$ cat src/hw/hmp_pkg.sv
/*
  shared constants and carrier types of the host memory port.
  assumes a single core clock; times in core clock periods unless given in ns or half clock periods.
*/
`default_nettype none
package hmp_pkg;
  // -----------------------------------------------------------------
  // timing
  // -----------------------------------------------------------------
  localparam int CLK_PERIOD_NS = 100;
  localparam int PIN_EVENT_NS = 10;
  // least ack-high time after start, counted in half clock periods
  localparam int ACK_LOW_MIN_HALF_CK = 3;
  localparam int ACK_LOW_MIN_CYC = (ACK_LOW_MIN_HALF_CK + 1) / 2;
  // previous read data hold, counted in clock periods
  localparam int PREV_HOLD_DM_PM1_CK = 2;
  localparam int PREV_HOLD_PM2_CK = 1;
  localparam int CNT_W = 2;
  localparam int SYNC_STAGES = 2;

  // -----------------------------------------------------------------
  // address map and overlay register
  // -----------------------------------------------------------------
  localparam int ADDR_W = 15;
  localparam int DM_SEL_BIT = 15;
  localparam logic [14:0] OVL_ADDR = 15'h3fe7;
  localparam int OVL_SROM_BIT = 14;
  localparam logic [15:0] OVL_RESET = 16'h0000;
  localparam logic [15:0] BUS_RESET = 16'h0000;
  localparam int PM_W = 24;
  localparam int PM_LO_W = 8;

  // -----------------------------------------------------------------
  // types
  // -----------------------------------------------------------------
  typedef struct packed {
    logic sel_n;
    logic wr_n;
    logic rd_n;
    logic al;
    logic [15:0] bus;
  } hmp_pins_t;

  typedef struct packed {
    logic pm;
    logic [14:0] addr;
    logic [23:0] data;
  } hmp_wr_t;

  localparam int WR_W = $bits(hmp_wr_t);

  typedef enum logic [2:0] {
    ST_IDLE  = 3'h0,
    ST_WRITE = 3'h1,
    ST_WDONE = 3'h3,
    ST_READ  = 3'h2,
    ST_RFIN  = 3'h6
  } hmp_state_t;
endpackage
`default_nettype wire

$ cat src/hw/hmp_fifo.sv
/*
  write fifo of the host memory port with registered output stage.
  assumes in_ready is sampled by the filling side in the same cycle.
*/
`default_nettype none
`timescale 1ns/100ps
module hmp_fifo #(
  parameter int WIDTH = 40,
  parameter int DEPTH = 16
) (
  input wire logic core_clk, // core clock
  input wire logic rst_n, // async reset, active low
  input wire logic ce, // clock enable
  input wire logic in_valid, // push request
  output logic in_ready, // space available
  input wire logic [WIDTH-1:0] in_data, // pushed word
  output logic out_valid, // head word valid
  input wire logic out_ready, // drain side takes head
  output logic [WIDTH-1:0] out_data, // head word
  output logic empty // nothing stored at all
);
  localparam int PW = $clog2(DEPTH);
  localparam int CW = $clog2(DEPTH + 1);

  logic [WIDTH-1:0] mem_q [DEPTH];
  logic [PW-1:0] wp_q;
  logic [PW-1:0] rp_q;
  logic [CW-1:0] cnt_q;
  logic ov_q;
  logic [WIDTH-1:0] od_q;
  logic push;
  logic load;

  assign in_ready = (cnt_q != CW'(DEPTH));
  assign push = in_valid && in_ready;
  assign load = (cnt_q != '0) && (!ov_q || out_ready);
  assign out_valid = ov_q;
  assign out_data = od_q;
  assign empty = (cnt_q == '0) && !ov_q;

  always_ff @(posedge core_clk) begin
    if (ce && push) begin
      mem_q[wp_q] <= in_data;
    end
  end

  always_ff @(posedge core_clk or negedge rst_n) begin
    if (!rst_n) begin
      wp_q <= '0;
      rp_q <= '0;
      cnt_q <= '0;
    end else if (ce) begin
      if (push) begin
        wp_q <= (wp_q == PW'(DEPTH - 1)) ? '0 : wp_q + 1'b1;
      end
      if (load) begin
        rp_q <= (rp_q == PW'(DEPTH - 1)) ? '0 : rp_q + 1'b1;
      end
      cnt_q <= cnt_q + CW'(push) - CW'(load);
    end
  end

  // output stage so the drain side sees flops only
  always_ff @(posedge core_clk or negedge rst_n) begin
    if (!rst_n) begin
      ov_q <= 1'b0;
      od_q <= '0;
    end else if (ce) begin
      if (load) begin
        ov_q <= 1'b1;
        od_q <= mem_q[rp_q];
      end else if (out_ready) begin
        ov_q <= 1'b0;
      end
    end
  end
endmodule
`default_nettype wire

$ cat src/hw/hmp_port.sv
/*
  host memory port: asynchronous strobe handshake from an external host
  into program and data memory, plus the overlay control register.
  assumes memory answers reads with mem_rd_valid some cycles after
  mem_rd_req, and drains writes through the valid/ready pair.
*/
// Summary of operation
// host starts a write only with ack low
// write start raises ack
// ack falls at least 1.5 clocks later
// long write data captured at write end
// short write accepted, committed after end
// host starts a read only with ack low
// read start raises ack until data ready
// long read: new data before ack low
// read start drives previous data
// previous data held longer for data/first half
// read end releases the bus
// normal short read only without short-read-only
// bit 14 of overlay enables short-read-only
// core or host may write overlay
// short-read-only keeps previous data throughout
// host holds read after ack low
// host latches address before access
// strobes synchronised before use
`default_nettype none
`timescale 1ns/100ps
module hmp_port #(
  parameter int FIFO_DEPTH = 16
) (
  input wire logic core_clk, // core clock
  input wire logic rst_n, // async reset, active low
  input wire logic ce, // clock enable, freezes all state
  input wire logic port_select_n, // host select strobe
  input wire logic port_write_strobe_n, // host write strobe
  input wire logic port_read_strobe_n, // host read strobe
  input wire logic port_address_latch, // host address latch
  input wire logic [15:0] bus_in, // address/data bus level
  output logic [15:0] bus_out, // address/data bus drive value
  output logic bus_oe, // high while driving the bus
  output logic port_acknowledge_n, // port acknowledge
  output logic mem_wr_valid, // write word pending
  input wire logic mem_wr_ready, // memory takes write word
  output hmp_pkg::hmp_wr_t mem_wr, // write word
  output logic mem_rd_req, // read request pulse
  output logic mem_rd_pm, // read targets program memory
  output logic [14:0] mem_rd_addr, // read address
  input wire logic mem_rd_valid, // read data pulse
  input wire logic [23:0] mem_rd_data, // read data
  input wire logic core_ovl_we, // core writes overlay
  input wire logic [15:0] core_ovl_wdata, // core overlay value
  output logic [15:0] ovl_value // overlay register
);
  // -----------------------------------------------------------------
  // helpers
  // -----------------------------------------------------------------
  function automatic logic elapsed(input logic [hmp_pkg::CNT_W-1:0] cnt, input int cyc);
    elapsed = ({30'h0, cnt} >= 32'(cyc - 1));
  endfunction

  hmp_pkg::hmp_pins_t pin_meta_q;
  hmp_pkg::hmp_pins_t pin_s_q;
  hmp_pkg::hmp_state_t st_q;
  logic [hmp_pkg::CNT_W-1:0] cnt_q;
  logic ack_n_q;
  logic [15:0] bus_out_q;
  logic oe_q;
  logic [15:0] wdata_q;
  logic [14:0] addr_q;
  logic dm_q;
  logic half_q;
  logic [15:0] pm_hi_q;
  logic [7:0] pm_lo_q;
  logic [15:0] prev_q;
  logic [15:0] new_q;
  logic fetched_q;
  logic shown_q;
  logic req_pend_q;
  logic rd_req_q;
  logic rd_pm_q;
  logic [14:0] rd_addr_q;
  logic [15:0] ovl_q;

  logic sel;
  logic wr_act;
  logic rd_act;
  logic latch;
  logic srom;
  logic ovl_hit;
  logic pm2;
  logic start_wr;
  logic start_rd;
  logic wr_ack_early;
  logic wr_commit;
  logic rd_fetch_go;
  logic rd_show;
  logic rd_finish;
  logic rd_end;
  logic fifo_in_valid;
  logic fifo_in_ready;
  logic fifo_empty;
  hmp_pkg::hmp_wr_t fifo_in;

  // -----------------------------------------------------------------
  // pin synchroniser
  // -----------------------------------------------------------------
  always_ff @(posedge core_clk or negedge rst_n) begin
    if (!rst_n) begin
      pin_meta_q <= '{sel_n: 1'b1, wr_n: 1'b1, rd_n: 1'b1, al: 1'b0, bus: 16'h0000};
      pin_s_q <= '{sel_n: 1'b1, wr_n: 1'b1, rd_n: 1'b1, al: 1'b0, bus: 16'h0000};
    end else if (ce) begin
      pin_meta_q <= '{sel_n: port_select_n, wr_n: port_write_strobe_n,
                      rd_n: port_read_strobe_n, al: port_address_latch, bus: bus_in};
      pin_s_q <= pin_meta_q;
    end
  end

  // -----------------------------------------------------------------
  // access decode
  // -----------------------------------------------------------------
  assign sel = !pin_s_q.sel_n;
  assign wr_act = sel && !pin_s_q.wr_n;
  assign rd_act = sel && !pin_s_q.rd_n;
  assign latch = sel && pin_s_q.al;
  assign srom = ovl_q[hmp_pkg::OVL_SROM_BIT];
  assign ovl_hit = dm_q && (addr_q == hmp_pkg::OVL_ADDR);
  assign pm2 = !dm_q && half_q;

  always_comb begin
    // starts are only taken in idle, where ack is low
    start_wr = (st_q == hmp_pkg::ST_IDLE) && !latch && wr_act;
    start_rd = (st_q == hmp_pkg::ST_IDLE) && !latch && !wr_act && rd_act;
    wr_ack_early = (st_q == hmp_pkg::ST_WRITE) && wr_act && ack_n_q && fifo_in_ready
                   && elapsed(cnt_q, hmp_pkg::ACK_LOW_MIN_CYC);
    wr_commit = (st_q == hmp_pkg::ST_WDONE) && fifo_in_ready
                && elapsed(cnt_q, hmp_pkg::ACK_LOW_MIN_CYC);
    rd_fetch_go = ((st_q == hmp_pkg::ST_READ) || (st_q == hmp_pkg::ST_RFIN)) && !fetched_q
                  && !req_pend_q && fifo_empty
                  && elapsed(cnt_q, pm2 ? hmp_pkg::PREV_HOLD_PM2_CK : hmp_pkg::PREV_HOLD_DM_PM1_CK);
    rd_show = (st_q == hmp_pkg::ST_READ) && rd_act && fetched_q && ack_n_q && !srom && !shown_q;
    rd_finish = fetched_q && ack_n_q && (((st_q == hmp_pkg::ST_READ) && rd_act && (srom || shown_q))
                || (st_q == hmp_pkg::ST_RFIN));
    rd_end = (st_q == hmp_pkg::ST_READ) && !rd_act;
  end

  // -----------------------------------------------------------------
  // sequencer
  // -----------------------------------------------------------------
  always_ff @(posedge core_clk or negedge rst_n) begin
    if (!rst_n) begin
      st_q <= hmp_pkg::ST_IDLE;
    end else if (ce) begin
      case (st_q)
        hmp_pkg::ST_IDLE: begin
          if (start_wr) begin
            st_q <= hmp_pkg::ST_WRITE;
          end else if (start_rd) begin
            st_q <= hmp_pkg::ST_READ;
          end
        end
        hmp_pkg::ST_WRITE: begin
          if (!wr_act) begin
            st_q <= hmp_pkg::ST_WDONE;
          end
        end
        hmp_pkg::ST_WDONE: begin
          if (wr_commit) begin
            st_q <= hmp_pkg::ST_IDLE;
          end
        end
        hmp_pkg::ST_READ: begin
          if (rd_end) begin
            st_q <= ack_n_q ? hmp_pkg::ST_RFIN : hmp_pkg::ST_IDLE;
          end
        end
        hmp_pkg::ST_RFIN: begin
          if (rd_finish) begin
            st_q <= hmp_pkg::ST_IDLE;
          end
        end
        default: begin
          st_q <= hmp_pkg::ST_IDLE;
        end
      endcase
    end
  end

  always_ff @(posedge core_clk or negedge rst_n) begin
    if (!rst_n) begin
      cnt_q <= '0;
    end else if (ce) begin
      if (start_wr || start_rd) begin
        cnt_q <= '0;
      end else if (cnt_q != '1) begin
        cnt_q <= cnt_q + 1'b1;
      end
    end
  end

  // -----------------------------------------------------------------
  // acknowledge
  // -----------------------------------------------------------------
  always_ff @(posedge core_clk or negedge rst_n) begin
    if (!rst_n) begin
      ack_n_q <= 1'b0;
    end else if (ce) begin
      if (start_wr || start_rd) begin
        ack_n_q <= 1'b1;
      end else if (wr_ack_early || wr_commit || rd_finish) begin
        ack_n_q <= 1'b0;
      end
    end
  end

  // -----------------------------------------------------------------
  // bus drive
  // -----------------------------------------------------------------
  always_ff @(posedge core_clk or negedge rst_n) begin
    if (!rst_n) begin
      oe_q <= 1'b0;
      bus_out_q <= hmp_pkg::BUS_RESET;
    end else if (ce) begin
      if (start_rd) begin
        oe_q <= 1'b1;
        bus_out_q <= prev_q;
      end else if (rd_end) begin
        oe_q <= 1'b0;
      end else if (rd_show) begin
        bus_out_q <= new_q;
      end
    end
  end

  // -----------------------------------------------------------------
  // address, halves and write data
  // -----------------------------------------------------------------
  always_ff @(posedge core_clk or negedge rst_n) begin
    if (!rst_n) begin
      addr_q <= '0;
      dm_q <= 1'b0;
      half_q <= 1'b0;
      wdata_q <= '0;
      pm_hi_q <= '0;
      prev_q <= hmp_pkg::BUS_RESET;
    end else if (ce) begin
      if ((st_q == hmp_pkg::ST_IDLE) && latch) begin
        addr_q <= pin_s_q.bus[hmp_pkg::ADDR_W-1:0];
        dm_q <= pin_s_q.bus[hmp_pkg::DM_SEL_BIT];
        half_q <= 1'b0;
      end else if (wr_commit || rd_finish) begin
        // program words take two halves, address steps after the second
        half_q <= !dm_q && !half_q;
        if (dm_q || half_q) begin
          addr_q <= addr_q + 1'b1;
        end
      end
      if ((st_q == hmp_pkg::ST_WRITE) && wr_act) begin
        wdata_q <= pin_s_q.bus;
      end
      if (wr_commit && !dm_q && !half_q) begin
        pm_hi_q <= wdata_q;
      end
      if (rd_finish) begin
        prev_q <= new_q;
      end
    end
  end

  // -----------------------------------------------------------------
  // read fetch
  // -----------------------------------------------------------------
  always_ff @(posedge core_clk or negedge rst_n) begin
    if (!rst_n) begin
      fetched_q <= 1'b0;
      shown_q <= 1'b0;
      req_pend_q <= 1'b0;
      rd_req_q <= 1'b0;
      rd_pm_q <= 1'b0;
      rd_addr_q <= '0;
      new_q <= '0;
      pm_lo_q <= '0;
    end else if (ce) begin
      rd_req_q <= 1'b0;
      if (start_rd) begin
        fetched_q <= 1'b0;
        shown_q <= 1'b0;
      end else if (rd_fetch_go) begin
        if (pm2) begin
          new_q <= {8'h00, pm_lo_q};
          fetched_q <= 1'b1;
        end else if (ovl_hit) begin
          new_q <= ovl_q;
          fetched_q <= 1'b1;
        end else begin
          rd_req_q <= 1'b1;
          req_pend_q <= 1'b1;
          rd_pm_q <= !dm_q;
          rd_addr_q <= addr_q;
        end
      end else if (req_pend_q && mem_rd_valid) begin
        req_pend_q <= 1'b0;
        fetched_q <= 1'b1;
        new_q <= rd_pm_q ? mem_rd_data[hmp_pkg::PM_W-1:hmp_pkg::PM_LO_W] : mem_rd_data[15:0];
        pm_lo_q <= mem_rd_data[hmp_pkg::PM_LO_W-1:0];
      end
      if (rd_show) begin
        shown_q <= 1'b1;
      end
    end
  end

  // -----------------------------------------------------------------
  // overlay register
  // -----------------------------------------------------------------
  always_ff @(posedge core_clk or negedge rst_n) begin
    if (!rst_n) begin
      ovl_q <= hmp_pkg::OVL_RESET;
    end else if (ce) begin
      if (wr_commit && ovl_hit) begin
        ovl_q <= wdata_q;
      end else if (core_ovl_we) begin
        ovl_q <= core_ovl_wdata;
      end
    end
  end

  // -----------------------------------------------------------------
  // write fifo
  // -----------------------------------------------------------------
  assign fifo_in_valid = wr_commit && (dm_q ? !ovl_hit : half_q);
  assign fifo_in = '{pm: !dm_q, addr: addr_q,
                     data: dm_q ? {8'h00, wdata_q} : {pm_hi_q, wdata_q[hmp_pkg::PM_LO_W-1:0]}};

  hmp_fifo #(
    .WIDTH(hmp_pkg::WR_W),
    .DEPTH(FIFO_DEPTH)
  ) u_fifo (
    .core_clk(core_clk),
    .rst_n(rst_n),
    .ce(ce),
    .in_valid(fifo_in_valid),
    .in_ready(fifo_in_ready),
    .in_data(fifo_in),
    .out_valid(mem_wr_valid),
    .out_ready(mem_wr_ready),
    .out_data(mem_wr),
    .empty(fifo_empty)
  );

  assign bus_out = bus_out_q;
  assign bus_oe = oe_q;
  assign port_acknowledge_n = ack_n_q;
  assign mem_rd_req = rd_req_q;
  assign mem_rd_pm = rd_pm_q;
  assign mem_rd_addr = rd_addr_q;
  assign ovl_value = ovl_q;
endmodule
`default_nettype wire

$ cat config.mk
export PLATFORM = sky130hd
export DESIGN_NAME = hmp_port
export DESIGN_NICKNAME = d
export VERILOG_FILES = /design/src/hw/hmp_pkg.sv /design/src/hw/hmp_fifo.sv /design/src/hw/hmp_port.sv
export SDC_FILE = /design/constraint.sdc
export NUM_CORES = 1
export LEC_CHECK = 0
export ABC_AREA = 1
export BUFFER_PORTS_ARGS = -buffer_cell sky130_fd_sc_hd__buf_2
export CAP_MARGIN = 15
export CELL_PAD_IN_SITES_DETAIL_PLACEMENT = 0
export CELL_PAD_IN_SITES_GLOBAL_PLACEMENT = 1
export CORE_ASPECT_RATIO = 2
export CORE_MARGIN = 2
export CORE_UTILIZATION = 49
export DETAILED_ROUTE_END_ITERATION = 8
export GPL_TIMING_DRIVEN = 0
export PLACE_DENSITY = 0.86
export SLEW_MARGIN = 20
export SYNTH_ARGS = -nofsm -noshare
export SYNTH_HDL_FRONTEND = slang
export SYNTH_SLANG_ARGS = --single-unit
$ cat constraint.sdc
create_clock -name core_clk -period 4.4 [get_ports core_clk]
set_input_delay 0.44 -clock core_clk [delete_from_list [all_inputs] [get_ports core_clk]]
set_output_delay 0.44 -clock core_clk [all_outputs]
set_load 0.05 [all_outputs]
======== After elaboration in Yosys (flattened, before gate mapping) ========
Memory sizes are Yosys's and may differ from the RTL's. A register that Yosys moved wholly into a read port is not among the register bits.
Cells that the tools add are included.
word-level totals
  register bits after elaboration ......... 202
  latch bits .............................. 0
  RAM bits ................................ 640
  memory bits (read-only) ................. 0
  bits of input ports ..................... 66
  output and inout port bits .............. 92
  logic and storage cells ................. 217
  memories ................................ 1
memory list
  name          words  width  read ports  clocked after Yosys merged registers in  write ports  RTL line        text
  u_fifo.mem_q  16     40     1           1                                        1            hmp_fifo.sv:25  logic [WIDTH-1:0] mem_q [DEPTH];
cells by class
  add/sub/neg operators ................... 7
  $mul .................................... 0
  div/mod/pow operators ................... 0
  magnitude comparators ................... 2
  equal/unequal tests ..................... 19
  shift operators ......................... 0
  muxes and demuxes ....................... 53
  bitwise logic cells ..................... 4
  reductions and logical operators ........ 97
operators by type and width
  kind                     count
  $mux W16                 10
  $mux W15                 3
  $logic_and A1 B1 Y1      39
  $ge A2 B32 Y1            1
  $mux W1                  26
  $reduce_and A2 Y1        13
  $mux W24                 1
  $mux W3                  7
  $reduce_bool A2 Y1       9
  $ne A2 B2 Y1 const B     8
  $add A15 B1 Y15 const B  1
  $eq A15 B14 Y1 const B   1
  $logic_not A1 Y1         15
  $pmux W3 S5              1
  $reduce_and A5 Y1        2
  $logic_or A1 B1 Y1       9
  $reduce_and A3 Y1        3
  $add A4 B1 Y4 const B    2
  $eq A4 B4 Y1 const B     2
  $mux W4                  2
  $reduce_and A4 Y1        2
  $eq A3 B2 Y1 const B     2
  $mux W2                  3
  $ne A3 B3 Y1 const B     2
  other kinds (15)         18

======== Longest topological paths before layout ========
Gate-level depths: netlist (run 1).
  word-level depth ........................ 10
  depth in mapped cells ................... 17
  gate-level depth less buffers ........... 17

======== Hierarchy ========
From an unflattened synthesis (run 1), not the netlist that was laid out.
unflattened totals
  cells, all modules ...................... 3573
  area total of the unflattened synthesis .. 36834.1 µm²
by module, submodules not included
  module    instances  cells each  area each (µm²)  sequential area each (µm²)
  hmp_fifo  1          2384        27744.1          20569.7
  hmp_port  1          1189        9090.0           4712.0

======== Worst setup path before layout (run 1) ========
OpenSTA, ideal clock, no wires.
  path type ............................... register to register
  start point ............................. register addr_q[0]
  end point ............................... memory u_fifo.mem_q[0][0] (enable)
  arrival time ............................ 3192 ps
  required time ........................... 3963 ps
  slack ................................... 770 ps
  stages on the path, launching flop included .. 11
  path buffers ............................ 0
  cell sequence ........................... dfrtp_1 ha_1 nand2_1 nor2_1 nand2_1 inv_1 nand3_1 nand3_1 nor2_2 nand2_1 nor2_1
on the way
  cells in the longest elaborated chain, start to end .. 9
ends and longest elaborated chain
  what                           RTL line         text
  from (decl)                    hmp_port.sv:69   logic [14:0] addr_q;
  from (signal assigned)         hmp_port.sv:247  addr_q <= pin_s_q.bus[hmp_pkg::ADDR_W-1:0];
  from (signal assigned)         hmp_port.sv:254  addr_q <= addr_q + 1'b1;
  $eq A15 B14 Y1                 hmp_port.sv:126  assign ovl_hit = dm_q && (addr_q == hmp_pkg::OVL_ADDR);
  $logic_and A1 B1 Y1            hmp_port.sv:126
  $logic_not A1 Y1               hmp_port.sv:330  assign fifo_in_valid = wr_commit && (dm_q ? !ovl_hit : half_q);
  $mux W1                        hmp_port.sv:330
  $logic_and A1 B1 Y1            hmp_port.sv:330
  $logic_and A1 B1 Y1            hmp_fifo.sv:35   assign push = in_valid && in_ready;
  $logic_and A1 B1 Y1            hmp_fifo.sv:42   if (ce && push) begin
  $mux W1                        hmp_fifo.sv:42
  $mux W1 (not written as such)  hmp_fifo.sv:43   mem_q[wp_q] <= in_data;
  to (decl)                      hmp_fifo.sv:25
No other way between the ends.

======== Worst setup path in the final report (run 1) ========
  start point ............................. register addr_q[1]
  end point ............................... memory u_fifo.mem_q[0][7] (enable)
Same word-level chain as after synthesis.

==> summary.md, run 1 <==
| Metric | Value |
|---|---|
| TNS Setup | 0 ps |
| Nature of the critical path endpoint | register |
| Top cell type's share of synthesized area | 0.526 |
| Hold Path Origin | mem_rd_data[3] |
| Synth warn | 0 |
| Worst Setup Start Kind | register |
| Share of cells above drive strength 1 | 0.126 |
| GR Overflow Total | 0 |
| Horiz. Die Dim | 197 µm |
| Post-detail-place hpwl | approximately 73000 µm |
| Synth Flop Type | edfxtp_1 |
| Clock sink total | slightly below 900 |
| Util after Layout | 0.571 |
| DR iter-0 viols | approximately 2400 |
| Max-slew violations | 0 |
| Post-Syn Area | about 0.037 mm² |
| Placement Setup Slack | 731 ps |
| Worst-skew pair later-pin latency | around 640 ps |
| Number of flops mapped to enable cells by yosys | 640 |
| Root Buffer | clkbuf_16 |
| Avg Cell Area, Syn | roughly 11 µm² |
| Crit path largest cell delay | 770 ps |
| Final setup violation count | 0 |
| Post-synthesis cell type count | between 40 and 50 |
| Final wirelength | approximately 110000 µm |
| I/O pin count | about 160 |
| Area after DPL | about 0.039 mm² |
| Leading area contributor after synthesis | edfxtp_1 |
| Crit path kind | reg -> reg |
| CP dominant cell by count | nand2_1 |
| Hold crit path type | in -> reg |
| NumNets Final | approximately 3800 |
| Ant. Diodes | 0 |
| P_leak | between 0.015 and 0.02 µW |
| Setup Skew | around 20 ps |
| FF/Latch Area | approximately 0.025 mm² |
| PwrDens | roughly 650 mW/mm² |
| R2R Path Start | addr_q[1]$_DFFE_PN0P_ |
| CTS buffer count | 73 |
| Worst R2R End | u_fifo.mem_q[0][7]$_DFFE_PP_ |
| Largest net degree at the start of global routing | just over 90 |
| Yosys reg bits | about 880 |
| Pre-antenna DRT Iters | 6 |
| FF-to-FF setup slack | ~630 ps |
| Seq/Total Area, Yosys | 0.693 |
| Setup slack after layout | 633 ps |
| Max Clk Rate | 0.265 GHz |
| Die area | 0.0768 mm² |
| Synth top area cells | edfxtp_1, dfrtp_1, nand2_1 |
| ANT nets after route | 0 |
| Buffer count from post-CTS setup fixing | 0 |
| Count of non-filler cells in the finished layout | between 4000 and 5000 |
| Cells along the critical path | ha_1 > nand2_1 > nor2_1 > nand2_1 > inv_1 > nand3_1 > nand3_1 > nor2_2 > nand2_1 > nor2_4 > buf_12 |
| RSZ-0062 raised after global routing | no |
| Peak VDD IR | about 0.41 mV |
| Hold Crit Depth | 3 |
| Asr flop ratio synth | 0.274 |
| Clock Path Buffers | 3 |
| Syn-to-layout area delta | 15.4% |
| Row count | roughly 140 |
| Status | complete, no violations |
| Routability cong. | 0.921 |
| GRT Overall Usage | 0.279 |
| R2R cell count | 11 |
| Mapped Cells | approximately 3400 |
| Multi-input combinational cell area | ~0.0099 mm² |
| Vias per inst | between 5 and 6 |
| CORE AREA | ~0.074 mm² |
| Rel. slew slack | 0.303 |
| MaxCap Viol Count | 0 |
| Clk slew on worst S/H paths | 80 ps |
| Worst slew pin tran | around 1000 ps |
| Fill cells | 6172 |
| WL/cell | between 20 and 25 µm |
| Crit path DAT | about 4100 ps |
| Cell family with most CP delay | simple AND/OR/NAND/NOR gates |
| Via count | 26100 |
| Min cycle time layout | between 3000 and 4000 ps |
| Initial Util | 0.495 |
| Syn nets | between 3000 and 4000 |
| Crit path buffers/inverters | 2 |
| Post-route DRC | 0 |
| CTS tree | yes |
| Finished Cell Area | between 0.04 and 0.05 mm² |
| Count of final hold-check violations | 0 |
| Critical Path RT | about 4700 ps |
| H-tree depth | 3 |
| Crit-path slowest cell | dfrtp_1 |
| WHS Endpoint | pm_lo_q[3]$_DFFE_PN0P_ |
| First-pass GRT wire length | 157000 µm |
| Die Span Y | 390 µm |
| Initial antenna violation count | 1 |
| Placed insts | ~4500 |
| Port bufs | 156 |
| Final Cycle Share | 0.856 |
| Number of global-route vias before repair | 26500 |
| Critical Path Fanout Max | 23 |
cells in the mapped netlist, types with 5 or more instances:
cell type and number:
mux2_2 8, nor2_1 322, a21oi_1 139, o22ai_1 82, xor2_1 7, buf_1 6, buf_2 71, edfxtp_1 640
nand2_4 5, inv_2 6, ha_1 15, buf_4 8, o21ai_1 19, o21ai_0 372, nor2_2 5, dfrtp_1 236
nand4_1 8, nand3_1 101, nand2_1 1033, a21boi_1 30, a21boi_0 10, inv_1 154, dfstp_2 6, nand2_2 12
clkbuf_1 90
repair_timing:
item,4_1_cts,5_1_grt
resized for setup,0,0
hold buffers,21,0
endpoints found under the hold margin,88,0
through the flow:
step | total power [µW] | hold WS [ps]
global route | 28700 | 66.8
global placement | 20300 | 452
CTS | 27500 | 34.8
finish | 27400 | 67.1
detailed placement | 20600 | 446
floorplan | 16900 | 144
tightest hold or removal path, cell delays in order:
cell and delay [ps]:
buf_2 90, inv_1 50, o21ai_0 70
state kept, by name, summed over array words and instances, names as in the netlist, 5 cells and up:
signal / count
pin_meta_q: 20
mem_rd_addr: 15
addr_q: 15
bus_out: 16
pin_s_q: 20
new_q: 16
prev_q: 16
pm_lo_q: 8
u_fifo.out_data: 40
pm_hi_q: 16
wdata_q: 16
u_fifo.mem_q: 640
ovl_value: 16
u_fifo.cnt_q: 5
cells by family (layout without fill, tap and decap cells):
logic type,after synthesis,count (layout),synth area share
AO/OA/AOI/OAI,656,656,0.0957
XOR/XNOR,8,8,0.00192
adder cells (fa/ha/maj),16,16,0.00569
buffers and inverters,344,692,0.0392
flip-flops,882,882,0.693
multiplexers,8,8,0.00247
AND/OR/NAND/NOR,1499,1499,0.162
how the worst max path moves through the flow:
stage | from | endpoint | slack [ps] | cells after the start
2_1_floorplan | addr_q[0]$_DFFE_PN0P_ | u_fifo.mem_q[0][0]$_DFFE_PP_ | 770 | 10
3_3_place_gp | rst_n | u_fifo.out_data[32]$_DFFE_PN0P_ | -1710 | 1
3_5_place_dp | addr_q[1]$_DFFE_PN0P_ | u_fifo.mem_q[0][11]$_DFFE_PP_ | 730 | 11
4_1_cts | addr_q[1]$_DFFE_PN0P_ | u_fifo.mem_q[0][18]$_DFFE_PP_ | 660 | 11
5_1_grt | addr_q[1]$_DFFE_PN0P_ | u_fifo.mem_q[0][7]$_DFFE_PP_ | 520 | 11
6_report | addr_q[1]$_DFFE_PN0P_ | u_fifo.mem_q[0][7]$_DFFE_PP_ | 630 | 11
routing by layer:
metal  up-vias  routed length (µm)  track usage
met4         0                9170        0.214
li1      12200                   -            -
met5         -                   0            0
met3       348                6410       0.0372
met2      1156               55600        0.507
met1     12500               34700        0.288
where the power goes:
group / switching (µW) / internal (µW)
sequential: 1080 / 10300
clock: 3050 / 3860
combinational: 6820 / 2340
total: 10900 / 16500
cell type report:
type / count / area share
repair buffers: 214 / 0.0419
multi-input cells: 2187 / 0.236
clock inverters: 38 / 0.00966
plain buffers: 181 / 0.0194
well taps: 929 / 0.0276
flip-flops and latches: 882 / 0.600
clock buffers: 96 / 0.0505
inverters: 163 / 0.0146
cell usage in the layout, fill, tap and decap left out, types with 5 or more instances in the layout:
master,count
nand2_4,5
buf_6,5
xor2_1,7
clkbuf_8,6
ha_1,15
inv_1,154
a21boi_0,10
o21ai_1,23
nand2_2,12
a21oi_1,139
inv_6,5
a21boi_1,30
bufinv_16,7
clkinv_2,10
dfrtp_1,236
buf_12,15
nor2_1,302
nor2_2,9
clkinvlp_4,5
clkbuf_16,80
nand3_1,101
edfxtp_1,640
nand2_1,1033
clkbuf_1,99
nand4_1,8
buf_16,14
dlygate4sd3_1,21
clkinv_1,7
buf_4,12
buf_2,226
mux2_2,8
nor2_4,20
o21ai_0,364
buf_1,6
inv_2,6
o22ai_1,82
dfstp_2,6
Power figures use the tool's default switching activity.
==> inputs of run 2 (changes only) <==
--- a/config.mk
+++ b/config.mk
@@ -5,18 +5,18 @@
 export SDC_FILE = /design/constraint.sdc
 export NUM_CORES = 1
 export LEC_CHECK = 0
-export ABC_AREA = 1
+export ABC_CLOCK_PERIOD_IN_PS = 4400
 export BUFFER_PORTS_ARGS = -buffer_cell sky130_fd_sc_hd__buf_2
 export CAP_MARGIN = 15
 export CELL_PAD_IN_SITES_DETAIL_PLACEMENT = 0
 export CELL_PAD_IN_SITES_GLOBAL_PLACEMENT = 1
 export CORE_ASPECT_RATIO = 2
 export CORE_MARGIN = 2
-export CORE_UTILIZATION = 49
+export CORE_UTILIZATION = 53
 export DETAILED_ROUTE_END_ITERATION = 8
 export GPL_TIMING_DRIVEN = 0
 export PLACE_DENSITY = 0.86
-export SLEW_MARGIN = 20
+export SLEW_MARGIN = 40
 export SYNTH_ARGS = -nofsm -noshare
 export SYNTH_HDL_FRONTEND = slang
 export SYNTH_SLANG_ARGS = --single-unit
==> run 2 against run 1 <==
  * Global-route usage is 0.14 points higher
  * Maximum frequency is 12% lower
  * Die area is 11% lower
  * Core utilization is 4.4 points higher
  * Worst hold slack worse by 28 ps
  * Via count is 25% lower
  * Non-clock buffer count is 68 lower
  * Sequential cell count stayed put
  * First-iteration DRC count is 22% lower
  * Cell count is 33% lower
  * Largest power group unchanged
==> summary.md, run 2 <==
| Metric | Value |
|---|---|
| Status | complete, no violations |
| Cells along the critical path | clkbuf_2 > clkinvlp_4 > nand2_1 > buf_2 > clkbuf_2 > ha_1 > nor3b_2 > nor4_4 > buf_12 > a311oi_4 > buf_6 > mux2_1 |
| Yosys reg bits | 882 (unchanged) |
| NumNets Final | 2270 (-40%) |
| Max-slew violations | 0 (unchanged) |
| DR iter-0 viols | 1851 (-22%) |
| Nature of the critical path endpoint | register |
| ANT nets after route | 0 (unchanged) |
| Syn nets | 1976 (-43%) |
| Clock Path Buffers | 3 (unchanged) |
| Ant. Diodes | 0 (unchanged) |
| Count of final hold-check violations | 0 (unchanged) |
| First-pass GRT wire length | 135000 µm (-14%) |
| Largest register by flop count | u_fifo.mem_q |
| I/O pin count | 158 (unchanged) |
| Post-route DRC | 0 (unchanged) |
| Peak VDD IR | 0.454 mV (+12%) |
| Synth top area cells | edfxtp_1, dfrtp_1, mux4_2 |
| Hold crit path type | in -> reg |
| H-tree depth | 3 (unchanged) |
| Die area | 0.0683 mm² (-11%) |
| CORE AREA | 0.0656 mm² (-11%) |
| Post-synthesis cell type count | 64 (+56%) |
| Initial antenna violation count | 1 (unchanged) |
| Final Cycle Share | 0.969 (+0.113) |
| Final wirelength | 92900 µm (-12%) |
| Avg Cell Area, Syn | 18.5 µm² (+73%) |
| Worst Setup Start Kind | register |
| Crit-path slowest cell | a311oi_4 |
| Port bufs | 157 (+0.64%) |
| Count leader, synth | edfxtp_1 |
| Setup Skew | 36.2 ps (+16.6 ps) |
| Worst slew pin tran | 902 ps (-141 ps) |
| Final setup violation count | 0 (unchanged) |
| Max Clk Rate | 0.234 GHz (-12%) |
| TNS Setup | 0 ps (unchanged) |
| Rel. slew slack | 0.399 (+0.0963) |
| Leading area contributor after synthesis | edfxtp_1 |
| Die Span Y | 368 µm (-5.7%) |
| Largest net degree at the start of global routing | 79 (-13%) |
| Crit path largest cell delay | 570 ps (-200 ps) |
| GR Overflow Total | 0 (unchanged) |
| GRT Overall Usage | 0.280 (+0.00140) |
| Initial Util | 0.535 (+0.0396) |
| Most frequent cells in the layout | edfxtp_1, dfrtp_1, buf_2 |
| Root Buffer | clkbuf_16 |
| Clk slew on worst S/H paths | 70 ps (about the same) |
| CTS tree | yes |
| Number of flops mapped to enable cells by yosys | 640 (unchanged) |
| Crit path kind | reg -> reg |
| Seq/Total Area, Yosys | 0.721 (+0.0287) |
| Mapped Cells | 1894 (-45%) |
| Min cycle time layout | 4260 ps (+498 ps) |
| RSZ-0062 raised after global routing | no |
| Commonest non-fill, non-tap cell in the layout | edfxtp_1 |
| Critical Path Fanout Max | 10 (-57%) |
| Synth warn | 0 (unchanged) |
| Row count | 133 (-5.7%) |
| Post-Syn Area | 0.0351 mm² (-4.0%) |
| Via count | 19500 (-25%) |
| Post-detail-place hpwl | 63200 µm (-14%) |
| Synth Flop Type | edfxtp_1 |
| CTS buffer count | 69 (-5.5%) |
| MaxCap Viol Count | 0 (unchanged) |
| Crit path DAT | 4780 ps (+690 ps) |
| Util after Layout | 0.615 (+0.0443) |
| Vias per inst | 6.25 (+12%) |
| Routability cong. | 0.939 (+2.0%) |
| Pre-antenna DRT Iters | 6 (unchanged) |
| Max FFs per register | 640 (unchanged) |
| Most instantiated cells after synthesis | edfxtp_1, dfrtp_1, mux4_2 |
| Clock sink total | 882 (unchanged) |
| Share of cells above drive strength 1 | 0.312 (+0.186) |
| WL/cell | 29.8 µm (+32%) |
| CP dominant cell by count | clkbuf_2 |
| Worst-skew pair later-pin latency | 650 ps (about the same) |
| PwrDens | 631 mW/mm² (-3.2%) |
| Horiz. Die Dim | 186 µm (-5.7%) |
| Number of global-route vias before repair | 20900 (-21%) |
| Syn-to-layout area delta | 15.1% |
| Top cell type's share of synthesized area | 0.548 (+0.0218) |
| Critical Path RT | 4910 ps (+190 ps) |
| Asr flop ratio synth | 0.274 (unchanged) |
| P_leak | 0.0148 µW (-13%) |
==> run 2: changes by cell type after synthesis, moves of 82 or more <==
cell and change:
nand2_1 -954, mux2_2 +111, a21oi_1 -104, nor2_1 -286
mux4_2 +160, nand3_1 -82, inv_1 -124, mux2i_1 +130
o21ai_0 -336
==> run 2: final cells by class <==
class,count,area (µm²)
sequential,882,25300
fill,4644,25200
multi-input combinational,878,9400
clock buffer,94,1980
timing repair buffer,223,1590
tap,877,1100
buffer,104,444
clock inverter,33,435
inverter,30,116
==> run 2: final timing paths <==
kind	startpoint	to	slack, ps	cells after the start
hold reg to reg	u_fifo.out_data[39]$_DFFE_PN0P_	u_fifo.out_data[39]$_DFFE_PN0P_	490	2
setup reg to reg	dm_q$_DFFE_PN0P_	new_q[12]$_DFFE_PN0P_	140	12
setup / recovery	dm_q$_DFFE_PN0P_	new_q[12]$_DFFE_PN0P_	140	12
hold / removal	bus_in[12]	pin_meta_q[12]$_DFFE_PN0P_	40	2
max in group asynchronous	rst_n	prev_q[14]$_DFFE_PN0P_	3180	4
min in group asynchronous	rst_n	u_fifo.out_data[25]$_DFFE_PN0P_	190	2
==> run 2: what timing repair did <==
item,in CTS,in global routing
setup buffers,3,0
endpoints found under the hold margin,117,0
endpoints found under the setup margin,35,0
hold buffers,1,0
resized for setup,5,0
==> run 2: power by group <==
part | switching [µW] | total [µW] | internal [µW]
sequential | 1210 | 11700 | 10500
clock | 2930 | 6650 | 3720
combinational | 4420 | 7070 | 2650
==> run 2: cell families after synthesis <==
family | after synthesis | share of synthesized area
adders and majority gates | 16 | 0.00593
DFF | 882 | 0.721
muxes | 419 | 0.181
AOI/OAI and AO/OA | 197 | 0.0403
and+or+nand+nor | 240 | 0.0350
buffers and inverters | 134 | 0.0146
xor gates and xnor gates | 6 | 0.00150
==> run 2: critical path, delay by kind of cell (launching register included) <==
family                   cells  cell delay (ps)
buffers and inverters        6             1650
AND/OR/NAND/NOR              3              760
AO/OA/AOI/OAI                1              570
flip-flops                   1              510
multiplexers                 1              340
adder cells (fa/ha/maj)      1              290
==> run 2: metrics by stage <==
| stage | total power, µW | cell area [µm²] | hold slack, ps | setup slack (ps) | instances |
|---|---|---|---|---|---|
| 2_1_floorplan | 16300 | 35100 | 144 | -467 | 1894 |
| 3_3_place_gp | 18500 | 36900 | 469 | -4500 | 2928 |
| 3_5_place_dp | 18900 | 37800 | 257 | -978 | 2990 |
| 4_1_cts | 25500 | 40300 | 11.9 | 115 | 3121 |
| 5_1_grt | 26300 | 40300 | 32.6 | 2.48 | 3121 |
| 6_report | 25500 | 40300 | 39.6 | 135 | 3121 |
==> run 2: layer usage <==
layer,vias to the layer above,track usage,wire length (µm)
li1,8109,-,-
met1,10100,0.315,30900
met2,1012,0.497,49900
met3,257,0.0508,6470
met4,0,0.156,5660
met5,-,0,0
==> inputs of run 3 (changes only) <==
--- a/config.mk
+++ b/config.mk
@@ -14,8 +14,7 @@
 export CORE_MARGIN = 2
 export CORE_UTILIZATION = 53
 export DETAILED_ROUTE_END_ITERATION = 8
-export GPL_TIMING_DRIVEN = 0
-export PLACE_DENSITY = 0.86
+export PLACE_DENSITY_LB_ADDON = 0.1
 export SLEW_MARGIN = 40
 export SYNTH_ARGS = -nofsm -noshare
 export SYNTH_HDL_FRONTEND = slang
==> constraint.sdc (replaced) <==
create_clock -name core_clk -period 4.4 [get_ports core_clk]
set_input_delay 0.44 -clock core_clk [delete_from_list [all_inputs] [get_ports core_clk]]
set_output_delay 0.44 -clock core_clk [all_outputs]
set_load 0.01 [all_outputs]
==> run 3 against run 2 <==
  * Routed wire length decreased by 9.2%
  * Design area decreased by 1.7%
  * Sequential power hardly changed
  * Clock-buffer cell count grew 9
  * Clock power decreased by 0.6%
  * Core utilization down 1.0 points
  * Clock skew shrank 18 ps
  * Setup slack improved by 780 ps
  * Global-route usage down 2.3 points
  * Critical path depth is 2 lower
  * Worst hold slack lost 8.2 ps
  * Combinational power shrank 21%
  * Largest cell class unchanged
  * Largest power group unchanged
==> summary.md, run 3 (synthesis gave the netlist of run 2 again) <==
| Metric | Value |
|---|---|
| Nature of the critical path endpoint | register |
| Final wirelength | 84300 µm (-9.2%) |
| Horiz. Die Dim | 186 µm (unchanged) |
| Buffer count from post-CTS setup fixing | 0 (-3) |
| Multi-input combinational cell area | 0.00939 mm² (-0.11%) |
| Pre-antenna DRT Iters | 5 (-1) |
| Die area | 0.0683 mm² (unchanged) |
| Commonest non-fill, non-tap cell in the layout | edfxtp_1 |
| WHS Endpoint | pin_meta_q[11]$_DFFE_PN0P_ |
| Final Cycle Share | 0.793 (-0.176) |
| Row count | 133 (unchanged) |
| Die Span Y | 368 µm (unchanged) |
| Hold Crit Depth | 2 (unchanged) |
| Min cycle time layout | 3490 ps (-775 ps) |
| Critical Path Fanout Max | 23 (+13) |
| Finished Cell Area | 0.0397 mm² (-1.7%) |
| Crit path kind | reg -> reg |
| ANT nets after route | 0 (unchanged) |
| Max Clk Rate | 0.287 GHz (+22%) |
| Share of cells above drive strength 1 | 0.304 (-0.00808) |
| Routability cong. | 0.878 (-6.5%) |
| Util after Layout | 0.605 (-0.0102) |
| Largest net degree at the start of global routing | 94 (+19%) |
| Clock sink total | 882 (unchanged) |
| R2R cell count | 10 (-2) |
| Crit path DAT | 4010 ps (-770 ps) |
| Via count | 18300 (-6.2%) |
| Initial antenna violation count | 0 (-1) |
| Worst Setup Start Kind | register |
| Setup slack after layout | 910 ps (+775 ps) |
| Fill cells | 4926 (+6.1%) |
| Most frequent cells in the layout | edfxtp_1, dfrtp_1, mux4_2 |
| FF-to-FF setup slack | 910 ps (+780 ps) |
| Max-slew violations | 0 (unchanged) |
| Worst-skew pair later-pin latency | 640 ps (about the same) |
| Port bufs | 157 (unchanged) |
| Clock Path Buffers | 3 (unchanged) |
| MaxCap Viol Count | 0 (unchanged) |
| Post-route DRC | 0 (unchanged) |
| Final setup violation count | 0 (unchanged) |
| Root Buffer | clkbuf_16 |
| Largest register by flop count | u_fifo.mem_q |
| Hold crit path type | in -> reg |
| R2R Path Start | addr_q[3]$_DFFE_PN0P_ |
| CORE AREA | 0.0656 mm² (unchanged) |
| GR Overflow Total | 0 (unchanged) |
| Worst slew pin tran | 832 ps (-69.4 ps) |
| Ant. Diodes | 0 (unchanged) |
| GRT Overall Usage | 0.258 (-0.0225) |
| Cts repair resizes | 0 (-5) |
| Status | complete, no violations |
| Placement Setup Slack | 930 ps (+1910 ps) |
| Critical Path RT | 4920 ps (about the same) |
| Area after DPL | 0.0372 mm² (-1.6%) |
| Clk slew on worst S/H paths | 60 ps (about the same) |
| DR iter-0 viols | 1489 (-20%) |
| CTS buffer count | 75 (+8.7%) |
| Worst R2R End | u_fifo.cnt_q[4]$_DFFE_PN0P_ |
| WL/cell | 28.0 µm (-6.0%) |
| Rel. slew slack | 0.445 (+0.0463) |
| Number of global-route vias before repair | 19500 (-6.8%) |
| Post-detail-place hpwl | 49900 µm (-21%) |
| I/O pin count | 158 (unchanged) |
| First-pass GRT wire length | 126000 µm (-6.9%) |
| RSZ-0062 raised after global routing | no |
| Setup Skew | 18.1 ps (-18.0 ps) |
| Syn-to-layout area delta | 13.2% |
| PwrDens | 606 mW/mm² (-4.0%) |
| Peak VDD IR | 0.388 mV (-15%) |
| Max FFs per register | 640 (unchanged) |
| H-tree depth | 3 (unchanged) |
| TNS Setup | 0 ps (unchanged) |
| P_leak | 0.0144 µW (-2.6%) |
| Final Total Pwr | 24000 µW (-5.6%) |
| Vias per inst | 6.07 (-2.9%) |
| NumNets Final | 2158 (-4.9%) |
| Initial Util | 0.535 (unchanged) |
| FF/Latch Area | 0.0253 mm² (about the same) |
| Count of final hold-check violations | 0 (unchanged) |
| CTS tree | yes |
| CTS Hold Bufs | 1 (unchanged) |
| Hold Path Origin | bus_in[11] |
[run 3: changes by cell type in the layout (fill, tap and decap cells not counted), moves of 9 or more]
cell / delta
clkbuf_1: -49
buf_2: -35
clkbuf_2: -24
buf_4: +17
buf_1: -11
buf_16: -9
[run 3: report_power, final]
part	switching, µW	internal [µW]
combinational	2980	2610
sequential	1290	10500
clock	2930	3690
[run 3: metal layers]
layer,vias up,GRT usage,part of all wire
li1,7896,-,-
met1,9672,0.317,0.37
met2,553,0.443,0.53
met3,168,0.0367,0.048
met4,0,0.129,0.050
met5,-,0,0
[run 3: worst max path at each step]
stage,slack [ps],cells past startpoint,start,end
floorplan,-470,6,u_fifo.cnt_q[2]$_DFFE_PN0P_,u_fifo.mem_q[5][0]$_DFFE_PP_
global route,750,10,addr_q[3]$_DFFE_PN0P_,u_fifo.cnt_q[4]$_DFFE_PN0P_
finish,910,10,addr_q[3]$_DFFE_PN0P_,u_fifo.cnt_q[4]$_DFFE_PN0P_
global placement,990,10,addr_q[3]$_DFFE_PN0P_,u_fifo.cnt_q[4]$_DFFE_PN0P_
detailed placement,930,10,addr_q[3]$_DFFE_PN0P_,u_fifo.cnt_q[4]$_DFFE_PN0P_
CTS,930,10,addr_q[3]$_DFFE_PN0P_,u_fifo.cnt_q[4]$_DFFE_PN0P_
[run 3: worst max-delay path: stages, from the launching register on]
cell and delay (ps):
dfrtp_1 630, nor4b_1 770, nand4_1 400, and3_1 330, ha_1 220, fa_1 430, a21oi_1 160, o21bai_1 90
xnor2_1 130, nand2_1 80, xnor2_1 150
[run 3: layout make-up]
cell class              instances  area share
flip-flops and latches        882       0.638
multi-input cells             878       0.237
clock buffers                 103      0.0536
repair buffers                209      0.0343
well taps                     877      0.0277
clock inverters                34     0.00735
inverters                      30     0.00284
[run 3: through the flow]
| step | cells | hold WS (ps) |
|---|---|---|
| 2_1_floorplan | 1894 | 144 |
| 6_report | 3013 | 31.4 |
| 3_3_place_gp | 2873 | 465 |
| 5_1_grt | 3013 | 26.8 |
| 4_1_cts | 3013 | 0.303 |
| 3_5_place_dp | 2875 | 470 |
